`src/hdl/rrc_pkg.sv`:
```
`default_nettype none

package rrc_pkg;

    // ------------------------------------------------------------
    // Clock and timing
    // ------------------------------------------------------------
    localparam int unsigned CORE_CLK_HZ     = 10_000_000;
    // Power-up hold of the processor reset, in microseconds
    localparam int unsigned POR_HOLD_US     = 100_000;
    localparam int unsigned POR_HOLD_CYC    = (POR_HOLD_US * (CORE_CLK_HZ / 1_000_000) < 1) ? 1 :
                                              POR_HOLD_US * (CORE_CLK_HZ / 1_000_000);

    // ------------------------------------------------------------
    // Memory map
    // ------------------------------------------------------------
    localparam logic [31:0] ROM_BASE        = 32'h0080_0000;
    localparam logic [31:0] ROM_SPAN        = 32'h0004_0000;
    localparam logic [31:0] RAM_BASE        = 32'h0000_0000;
    localparam logic [31:0] RAM_SPAN        = 32'h0020_0000;
    localparam logic [31:0] VEC_PC_ADDR     = 32'h0000_0004;

    // ------------------------------------------------------------
    // Coprocessor space decode
    // ------------------------------------------------------------
    localparam logic [2:0]  FC_CPU_SPACE    = 3'h7;
    localparam logic [3:0]  CPU_SPACE_COPRO = 4'h2;
    localparam logic [2:0]  COPRO_ID_FPU    = 3'h1;

    // ------------------------------------------------------------
    // Status contribution
    // ------------------------------------------------------------
    localparam int unsigned STAT_COPRO_BIT  = 6;
    localparam logic [7:0]  STAT_RESET_VAL  = 8'h00;

    typedef enum logic [1:0] {
        SEQ_POWER = 2'b00,
        SEQ_HW    = 2'b01,
        SEQ_SW    = 2'b10,
        SEQ_RUN   = 2'b11
    } rrc_seq_t;

    typedef struct packed {
        logic [31:0] addr;
        logic [2:0]  fc;
        logic        strobe;
        logic        rd;
        logic        done;
    } rrc_bus_t;

    typedef struct packed {
        logic        rom;
        logic        ram;
        logic        fpu;
    } rrc_sel_t;

endpackage

`default_nettype wire

```
`src/hdl/rrc_hold_timer.sv`:
```
`timescale 1ns/1ps
`default_nettype none

module rrc_hold_timer #(
    parameter int unsigned CYCLES = 1,
    parameter int unsigned CW     = 20
) (
    input  wire logic core_clk,
    input  wire logic rst,
    output var  logic done
);

    logic [CW-1:0] cnt_q;

    generate
        if (CYCLES < 1 || CYCLES >= (64'd1 << CW)) begin : g_bad
            $error("rrc_hold_timer: CYCLES does not fit the counter");
        end
    endgenerate

    // ------------------------------------------------------------
    // Counts from reset release; done stays high once reached
    // ------------------------------------------------------------
    always_ff @(posedge core_clk) begin
        if (rst) begin
            cnt_q <= '0;
            done  <= 1'b0;
        end else if (!done) begin
            cnt_q <= cnt_q + 1'b1;
            done  <= (cnt_q == CW'(CYCLES - 1));
        end
    end

endmodule

`default_nettype wire

```
`src/hdl/rrc_reset_overlay.sv`:
```
// How it works
// - Hold processor reset until power stable
// - Power, switch, expansion reset act alike
// - Any reset resets all on-board controllers
// - Drive reset to disk and expansion outputs
// - Non-power resets leave RAM untouched
// - Every reset maps ROM over low memory
// - Software reset spares only the processor
// - Software reset also enables the overlay
// - Overlay: ROM answers high and low
// - Second vector read removes the overlay
// - Low address 4 read ends overlay
// - Strap drives processor cache disable input
// - Coprocessor identifier 001 selects the FPU
// - Status bit shows coprocessor socket fitted
// - Fitted flag is status bit 6
// - Halt indicator lights whenever processor halted
// - Diagnostic indicator follows floppy side select
`timescale 1ns/1ps
`default_nettype none

module rrc_reset_overlay
    import rrc_pkg::*;
#(
    parameter int unsigned POR_CYCLES = POR_HOLD_CYC,
    parameter int unsigned POR_CW     = 20,
    parameter int unsigned ROM_AW     = 18
) (
    input  wire logic              core_clk,
    input  wire logic              rst,
    input  wire logic              reset_switch_n,
    input  wire logic              exp_reset_in_n,
    input  wire logic              cpu_reset_instr,
    input  wire rrc_bus_t          cpu_bus,
    input  wire logic              cache_inhibit_strap,
    input  wire logic              copro_fitted,
    input  wire logic              cpu_halted,
    input  wire logic              step_hold,
    input  wire logic              floppy_side_select,
    output var  logic              cpu_reset_n,
    output var  logic              copro_reset_n,
    output var  logic              serial_reset_n,
    output var  logic              parallel_reset_n,
    output var  logic              floppy_reset_n,
    output var  logic              disk_reset_n,
    output var  logic              disk_reset_out_n,
    output var  logic              exp_reset_out_n,
    output var  logic              overlay_active,
    output var  rrc_sel_t          sel,
    output var  logic [ROM_AW-1:0] rom_offset,
    output var  logic              cache_disable,
    output var  logic [7:0]        disk_status_copro,
    output var  logic              halt_indicator,
    output var  logic              diagnostic_indicator
);

    // ------------------------------------------------------------
    // Elaboration checks
    // ------------------------------------------------------------
    generate
        if (ROM_AW < 3 || ROM_AW > 23) begin : g_bad_aw
            $error("rrc_reset_overlay: ROM_AW out of range");
        end
        if (POR_CYCLES < 1) begin : g_bad_por
            $error("rrc_reset_overlay: POR_CYCLES must be positive");
        end
        if (POR_CYCLES >= (64'd1 << POR_CW)) begin : g_bad_cw
            $error("rrc_reset_overlay: POR_CYCLES does not fit POR_CW");
        end
        if ((64'd1 << ROM_AW) < ROM_SPAN) begin : g_bad_span
            $error("rrc_reset_overlay: ROM_AW too narrow for the ROM");
        end
    endgenerate

    // ------------------------------------------------------------
    // Helpers
    // ------------------------------------------------------------
    function automatic logic in_window(input logic [31:0] a,
                                       input logic [31:0] base,
                                       input logic [31:0] span);
        in_window = (a >= base) && (a < base + span);
    endfunction

    // CPU space carries control cycles only, never memory
    function automatic logic is_mem_space(input logic [2:0] fc);
        is_mem_space = (fc != FC_CPU_SPACE);
    endfunction

    // ------------------------------------------------------------
    // Pin synchronisers
    // ------------------------------------------------------------
    // Debounce is done off-board; these flops only stop metastability
    // Reset pins are low-active outside; invert before syncing so
    // the synchroniser's reset value reads as "not requested".
    logic [3:0] pin_raw;
    logic [3:0] pin_sync;

    assign pin_raw = {~reset_switch_n,
                      ~exp_reset_in_n,
                      cache_inhibit_strap,
                      copro_fitted};

    rrc_sync #(
        .W        (4)
    ) u_pin_sync (
        .core_clk (core_clk),
        .rst      (rst),
        .d        (pin_raw),
        .q        (pin_sync)
    );

    logic switch_req;
    logic exp_req;
    logic strap_fitted;
    logic copro_seen;

    assign switch_req   = pin_sync[3];
    assign exp_req      = pin_sync[2];
    assign strap_fitted = pin_sync[1];
    assign copro_seen   = pin_sync[0];

    // ------------------------------------------------------------
    // Power-up hold
    // ------------------------------------------------------------
    logic por_done;

    // Timer saturates, so por_done never falls back once set
    // power-up hold
    rrc_hold_timer #(
        .CYCLES   (POR_CYCLES),
        .CW       (POR_CW)
    ) u_por (
        .core_clk (core_clk),
        .rst      (rst),
        .done     (por_done)
    );

    // ------------------------------------------------------------
    // Reset source classification
    // ------------------------------------------------------------
    logic hw_req;
    logic sw_req;
    logic any_req;

    assign hw_req  = !por_done || switch_req || exp_req;
    assign sw_req  = cpu_reset_instr;
    assign any_req = hw_req || sw_req;

    // ------------------------------------------------------------
    // Reset sequencer
    // ------------------------------------------------------------
    // POWER is left once; later resets cycle through RUN, HW and SW
    rrc_seq_t seq_q;
    rrc_seq_t seq_d;

    always_comb begin
        seq_d = seq_q;
        unique case (seq_q)
            SEQ_POWER: begin
                if (por_done) begin
                    seq_d = SEQ_RUN;
                end
            end
            SEQ_RUN: begin
                if (hw_req) begin
                    seq_d = SEQ_HW;
                end else if (sw_req) begin
                    seq_d = SEQ_SW;
                end
            end
            SEQ_HW: begin
                if (!hw_req) begin
                    seq_d = sw_req ? SEQ_SW : SEQ_RUN;
                end
            end
            SEQ_SW: begin
                // A hardware source during a software reset escalates
                if (hw_req) begin
                    seq_d = SEQ_HW;
                end else if (!sw_req) begin
                    seq_d = SEQ_RUN;
                end
            end
        endcase
    end

    always_ff @(posedge core_clk) begin
        if (rst) begin
            seq_q <= SEQ_POWER;
        end else begin
            seq_q <= seq_d;
        end
    end

    // ------------------------------------------------------------
    // Reset fan-out
    // ------------------------------------------------------------
    logic cpu_rst_d;
    logic dev_rst_d;

    assign cpu_rst_d = (seq_d == SEQ_POWER) || (seq_d == SEQ_HW);
    assign dev_rst_d = (seq_d != SEQ_RUN);

    // Taken from seq_d so every line moves on the sequencer's
    // own edge; one flop each keeps the lines glitch-free.
    always_ff @(posedge core_clk) begin
        if (rst) begin
            cpu_reset_n      <= 1'b0;
            copro_reset_n    <= 1'b0;
            serial_reset_n   <= 1'b0;
            parallel_reset_n <= 1'b0;
            floppy_reset_n   <= 1'b0;
            disk_reset_n     <= 1'b0;
            disk_reset_out_n <= 1'b0;
            exp_reset_out_n  <= 1'b0;
        end else begin
            cpu_reset_n      <= !cpu_rst_d;
            copro_reset_n    <= !dev_rst_d;
            serial_reset_n   <= !dev_rst_d;
            parallel_reset_n <= !dev_rst_d;
            floppy_reset_n   <= !dev_rst_d;
            disk_reset_n     <= !dev_rst_d;
            disk_reset_out_n <= !dev_rst_d;
            exp_reset_out_n  <= !dev_rst_d;
        end
    end

    // ------------------------------------------------------------
    // Overlay flag
    // ------------------------------------------------------------
    logic in_low_vec;
    logic vec_pc_read;
    logic ovl_set;
    logic ovl_clr;
    logic overlay_d;

    assign in_low_vec  = (cpu_bus.addr == VEC_PC_ADDR) && is_mem_space(cpu_bus.fc);
    assign vec_pc_read = overlay_active && cpu_bus.done && cpu_bus.rd && in_low_vec;

    assign ovl_set = any_req;
    // cleared once second vector is read
    assign ovl_clr = vec_pc_read;

    // reset sets, vector read clears; set wins
    // Set wins so a reset landing on the vector read still
    // leaves the ROM mapped for the restart fetch that follows.
    assign overlay_d = ovl_set ? 1'b1 :
                       ovl_clr ? 1'b0 :
                       overlay_active;

    always_ff @(posedge core_clk) begin
        if (rst) begin
            overlay_active <= 1'b1;
        end else begin
            overlay_active <= overlay_d;
        end
    end

    // ------------------------------------------------------------
    // Address decode
    // ------------------------------------------------------------
    logic              mem_cycle;
    logic              hit_rom_home;
    logic              hit_low;
    logic              hit_ram;
    logic              hit_fpu;
    logic              rom_d;
    logic              ram_d;
    logic              fpu_d;
    logic [ROM_AW-1:0] off_d;

    assign mem_cycle    = cpu_bus.strobe && is_mem_space(cpu_bus.fc);
    assign hit_rom_home = mem_cycle && in_window(cpu_bus.addr, ROM_BASE, ROM_SPAN);
    assign hit_low      = mem_cycle && in_window(cpu_bus.addr, RAM_BASE, ROM_SPAN);
    assign hit_ram      = mem_cycle && in_window(cpu_bus.addr, RAM_BASE, RAM_SPAN);

    // ROM at home and low while overlaid
    assign rom_d = hit_rom_home || (overlay_active && hit_low);
    // RAM never cleared; only hidden by overlay
    assign ram_d = hit_ram && !(overlay_active && hit_low);

    // Low and home windows share low address bits, so the offset
    // is the same slice for both: address 4 reads ROM byte 4.
    assign off_d = cpu_bus.addr[ROM_AW-1:0];

    assign hit_fpu = cpu_bus.strobe && !is_mem_space(cpu_bus.fc)
                     && (cpu_bus.addr[19:16] == CPU_SPACE_COPRO)
                     && (cpu_bus.addr[15:13] == COPRO_ID_FPU);
    assign fpu_d   = hit_fpu;

    always_ff @(posedge core_clk) begin
        if (rst) begin
            sel        <= '0;
            rom_offset <= '0;
        end else begin
            sel.rom    <= rom_d;
            sel.ram    <= ram_d;
            sel.fpu    <= fpu_d;
            rom_offset <= rom_d ? off_d : '0;
        end
    end

    // ------------------------------------------------------------
    // Strap, status and indicators
    // ------------------------------------------------------------
    logic [7:0] stat_d;

    // socket presence only, no decode role
    // present flag on bit 6
    // Only a byte fragment; the status register ORs it in
    always_comb begin
        stat_d                 = STAT_RESET_VAL;
        stat_d[STAT_COPRO_BIT] = copro_seen;
    end

    always_ff @(posedge core_clk) begin
        if (rst) begin
            cache_disable        <= 1'b0;
            disk_status_copro    <= STAT_RESET_VAL;
            halt_indicator       <= 1'b0;
            diagnostic_indicator <= 1'b0;
        end else begin
            cache_disable        <= strap_fitted;
            disk_status_copro    <= stat_d;
            halt_indicator       <= cpu_halted || step_hold;
            diagnostic_indicator <= floppy_side_select;
        end
    end

endmodule

`default_nettype wire

```
`src/hdl/rrc_sync.sv`:
```
`timescale 1ns/1ps
`default_nettype none

module rrc_sync #(
    parameter int unsigned W = 1
) (
    input  wire logic         core_clk,
    input  wire logic         rst,
    input  wire logic [W-1:0] d,
    output var  logic [W-1:0] q
);

    logic [W-1:0] meta_q;

    generate
        if (W < 1) begin : g_bad
            $error("rrc_sync: width must be at least one");
        end
    endgenerate

    // ------------------------------------------------------------
    // Two-stage synchroniser; first stage feeds only the second
    // ------------------------------------------------------------
    always_ff @(posedge core_clk) begin
        if (rst) begin
            meta_q <= '0;
            q      <= '0;
        end else begin
            meta_q <= d;
            q      <= meta_q;
        end
    end

endmodule

`default_nettype wire

```
`config.mk`:
```
export PLATFORM = sky130hd
export DESIGN_NAME = rrc_reset_overlay
export DESIGN_NICKNAME = d
export VERILOG_FILES = /design/src/hdl/rrc_pkg.sv /design/src/hdl/rrc_hold_timer.sv /design/src/hdl/rrc_reset_overlay.sv /design/src/hdl/rrc_sync.sv
export SDC_FILE = /design/constraint.sdc
export NUM_CORES = 1
export LEC_CHECK = 0
export BUFFER_PORTS_ARGS = -buffer_cell sky130_fd_sc_hd__buf_2
export CAP_MARGIN = 5
export CORE_MARGIN = 4
export CORE_UTILIZATION = 45
export CTS_BUF_LIST = sky130_fd_sc_hd__clkbuf_2 sky130_fd_sc_hd__clkbuf_4 sky130_fd_sc_hd__clkbuf_8
export CTS_CLUSTER_DIAMETER = 50
export DETAILED_ROUTE_END_ITERATION = 8
export PLACE_DENSITY_LB_ADDON = 0.12
export SYNTH_ARGS = -nofsm -noshare
export SYNTH_HDL_FRONTEND = slang
export SYNTH_HIERARCHICAL = 1
export SYNTH_SLANG_ARGS = --single-unit
```
`constraint.sdc`:
```
create_clock -name core_clk -period 2 [get_ports core_clk]
set_input_delay 0.2 -clock core_clk [delete_from_list [all_inputs] [get_ports core_clk]]
set_output_delay 0.2 -clock core_clk [all_outputs]
set_load 0.05 [all_outputs]
```
# Word-level counts from Yosys, hierarchy flattened

Cells that the tools add are included.

Bits in read-only memories: 0
Bits in writable memories: 0
Output and inout bits: 41
Memories kept: 0
Logic and storage cells: 76
Bits in latches: 0
Register bits after elaboration: 66
Input port bits: 48

Add/sub/neg operators: 1
Shift-type cells: 0
Bitwise gates (word level): 3
Muxes and demuxes: 9
Reductions and logical operators: 31
Equality and inequality tests: 10
Multipliers: 0
Magnitude comparators: 5
Div/mod/pow operators: 0

Operators with widths:

| cell                                                         | number |
|---|---|
| == test 32 x 3 -> 1 bit, second input constant               | 1 |
| >= comparator 32 x 1 -> 1 bit, second input constant         | 1 |
| >= comparator 32 x 24 -> 1 bit, second input constant        | 1 |
| less-than comparator 32 x 19 -> 1 bit, second input constant | 1 |
| less-than comparator 32 x 22 -> 1 bit, second input constant | 1 |
| less-than comparator 32 x 24 -> 1 bit, second input constant | 1 |
| adder 20 x 1 -> 20 bit, second input constant                | 1 |
| == test 20 bit, second input constant                        | 1 |
| logical AND 1 bit                                            | 16 |
| two-way mux 2 bit                                            | 6 |
| case mux 2 bit (4 select lines)                              | 1 |
| logical OR 1 bit                                             | 6 |
| zero test 1 bit                                              | 5 |
| == test 2 x 1 -> 1 bit, second input constant                | 2 |
| == test 2 bit, second input constant                         | 2 |
| == test 4 x 2 -> 1 bit, second input constant                | 1 |
| zero test 2 bit                                              | 2 |
| OR reduction 2 bit                                           | 2 |
| == test 3 x 1 -> 1 bit, second input constant                | 1 |
| inequality test 3 bit, second input constant                 | 1 |
| inverter 1 bit                                               | 3 |
| two-way mux 1 bit                                            | 2 |
| inequality test 2 bit, second input constant                 | 1 |

# Depth between registers and ports, before layout

Depth in word-level cells: 8
Gate-level depth with buffers: 6
Depth with buffers taken out: 5

# By module

Netlist, hierarchy kept.

By module, submodules not included:

| module            | times used | cells each | area an instance (sq um) | seq. area each (sq um) |
|---|---|---|---|---|
| rrc_reset_overlay | 1          | 102        | 1112.3                   | 600.6 |
| rrc_hold_timer    | 1          | 109        | 993.5                    | 420.4 |
| rrc_sync          | 1          | 16         | 210.2                    | 160.2 |

# Worst setup path before layout

No wires, ideal clock.

Path type: reg-to-reg
Start: reg u_por.cnt_q[0]
End: reg u_por.cnt_q[18]
Data required time: 1.930 ns
Stages on the path, launching flop included: 7
Period minus slack after synthesis: 1.540 ns
Library setup time: 0.070 ns
Buffers on the path: 1
Path slack: 0.460 ns
Arrival: 1.469 ns
Cell sequence: dfxtp_1 > ha_1 > and3b_1 > buf_2 > nand2_2 > or4_1 > a21oi_1

Word-level cells in the longest chain between the ends: 1

RTL lines:

| item                   | RTL line             | RTL |
|---|---|---|
| start, declared        | rrc_hold_timer.sv:13 | `logic [CW-1:0] cnt_q;` |
| start signal, assigned | rrc_hold_timer.sv:29 | `cnt_q <= cnt_q + 1'b1;` |
| adder 20 x 1 -> 20 bit | rrc_hold_timer.sv:29 |  |

No other way between the ends.
A chain may end at the register's enable or synchronous reset.

# Worst setup path in the final report

Start: reg u_por.cnt_q[3]
End: reg u_por.cnt_q[15]

The elaborated chain is that of the path after synthesis.

==> results.md <==
- Core ar.: 4850 sq um
- Crit end category: flop
- GR Util met2: 0.205
- Synth Register Bits: 59
- Max Cap Viol: 0
- Routed Antenna Nets: 0
- DRC: 0
- H-tree depth: 3
- Adder-Cell Fraction of Synth Area: 0.00540
- Clock Root Buffer: clkbuf_8
- VDD IR max: 0.483 mV
- WL/cell: 11.9 um
- Critical path peak fanout: 9
- Busiest grt layer: met2
- CTS clock-pin slew for the worst setup and hold paths: 0.07 ns
- Crit-path leading delay family: simple AND/OR/NAND/NOR gates
- Drt pass-1 iters: 4
- Commonest non-fill, non-tap cells in the layout: buf_2 (81), dfxtp_1 (59), nor2_1 (19)
- Commonest non-fill, non-tap cell in the layout: buf_2
- Synth Area in Compound Gates: 0.0573
- Sequential area share after synthesis: 0.510
- Post-synthesis async set-or-reset flop share: 0
- 1st-iter DRT viols: 67
- Ant. Diodes: 0
- DIE AREA: 6360 sq um
- Unrepaired setup endpoints after global routing: no
- Synth cell types: 49
- Synthesis-to-layout area growth: 24.0%
- CTS-repair resized insts: 0
- Yosys warning total: 6
- Setup CP Type: reg2reg
- Top cell type's share of synthesized area: 0.510
- Final Hold Vio Count: 0
- Post-CTS Setup Inserts: 0
- Vias per std cell: 4.69
- Largest family of logic cells by synthesized area: simple AND/OR/NAND/NOR gates
- Area contributors post-synth: dfxtp_1 (51%), and2_2 (5.8%), buf_4 (4.5%)
- Setup violators final: 0
- Clk_lat worst skew: 0.32 ns
- Power per cell area: 793 nW/um^2
- Crit share post-route: 0.865
- Synth Area in Simple Gates: 0.302
- CTS sink cnt: 59
- Buf+Inv Stages, Crit Path: 0
- Slew Limit Fails: 0
- Nets@finish: 356
- Vias in the first global route: 1,569
- Crit-path slowest cell: and4_1
- Cell Rows: 25
- Die Wd: 79.7 um
- Mapped Area: 2320 sq um
- CTS tree: yes
- HP Class: in2reg
- Global Route Usage Sum: 0.141
- WP data arrival: 1.94 ns
- Cell leakage power: 1.32 nW
- Hold WS: 0.0825 ns
- Share of layout cells above drive strength 1: 0.407
- Synth Area in XOR/XNOR: 0.0454
- Starting Density: 0.478
- Routed via count: 1,779
- Design Power: 2.28 mW
- Synth area leader: dfxtp_1
- Initial antenna violation count: 0
- TNS Setup: 0 ns
- Layout Utilization: 0.592
- I/O pin count: 89
- Cell breakdown of the critical path: and4_1 -> nand3_1 -> nor3_1 -> mux2_2
- GR Layer Usage met3: 0.0451
- Chip height: 79.7 um
- Fmax: 578 MHz
- Largest net degree at the start of global routing: 23
- Post-synth EDFFs: 0
- Worst clock skew: 0.00511 ns
- Outcome: finished, final reports clean
- Hpwl dp: 3.39 mm
- Main synth FF type: dfxtp_1
- CP startpoint kind: flop
- First-pass GRT wire length: 6.92 mm
- Synth Instances: 227
- Gr ovfl total: 0
- PortBufs: 81
- Post-CTS Hold Buffers: 0
- Post-layout min period: 1.73 ns
- Syn Area/Cell: 10.2 sq um
- Max incr delay on CP: 0.44 ns
- Met1 Resource Use GR: 0.185
- Req. time, crit path: 2.21 ns
- Num CTS Buffers: 9
- GPL Wtd Cong: 0.786
- DRT Wirelength: 4.52 mm
- Multiplexer share of the synthesized area: 0.00918
- CTS max path bufs: 2
worst paths after layout:
check / startpoint / end / slack (ns) / cells after the start
hold reg to reg: u_pin_sync/q[1] / cache_disable / 0.44 / 1
hold / removal: cpu_bus[24] / sel[0] / 0.08 / 2
setup reg to reg: u_por/cnt_q[3] / u_por/cnt_q[15] / 0.27 / 4
setup / recovery: u_por/cnt_q[3] / u_por/cnt_q[15] / 0.27 / 4
registers in the layout, indices dropped and copies added, names as in the netlist, 2 cells and up:
name / count
seq_q: 2
sel: 3
u_por/cnt_q: 20
u_pin_sync/q: 4
u_pin_sync/meta_q: 4
rom_offset: 18
Yosys cell counts (all sizes together), types with 2 or more instances:
master and number:
dfxtp 59, nor2 20, and2 19, buf 18, nor2b 14, nand4 11
xor2 10, nand3 8, a21oi 6, nand2 6, nor4 6, and3 5
inv 4, o21ai 4, nor3 3, or3 3, or4 3, and4 2
clkbuf 2, nor4b 2, o2111ai 2, o31ai 2, xnor2 2
cells by family after synthesis:
family / after synthesis
fa+ha+maj: 1
mux: 2
flops: 59
other cells: 1
buf+inv: 24
xor+xnor: 12
simple gates: 109
compound gates: 19
worst register-to-register path: stages, from the launching register on:
cell and delay, ns:
dfxtp_1 0.41, and4_1 0.44, nand3_1 0.18, nor3_1 0.24, mux2_2 0.35
where the power goes:
group	switching, mW	leakage [nW]	total [mW]	internal (mW)
clock network	0.448	0.0963	0.938	0.490
logic	0.0880	0.744	0.142	0.0544
registers	0.00658	0.478	1.20	1.19
metal layers:
metal / up-vias / routed length, um
met5: - / 0
met4: 0 / 74
met3: 7 / 279
met2: 54 / 2100
met1: 784 / 2060
li1: 934 / -
through the flow:
step | worst slack, ns | instances | cell area [sq um]
finish | 0.270 | 379 | 2870
global route | 0.116 | 379 | 2870
CTS | 0.273 | 379 | 2870
detailed placement | 0.286 | 363 | 2700
global placement | 0.332 | 363 | 2700
floorplan | 0.460 | 233 | 2340
layout make-up:
| type | instances | area (sq um) |
|---|---|---|
| fill | 434 | 1980 |
| clock buffer | 11 | 145 |
| tap | 67 | 83.8 |
| timing repair buffer | 83 | 420 |
| multi-input combinational | 150 | 997 |
| sequential | 59 | 1180 |
| clock inverter | 5 | 28.8 |
| inverter | 4 | 15.0 |
Note: power is estimated with default switching activity, not from simulation.
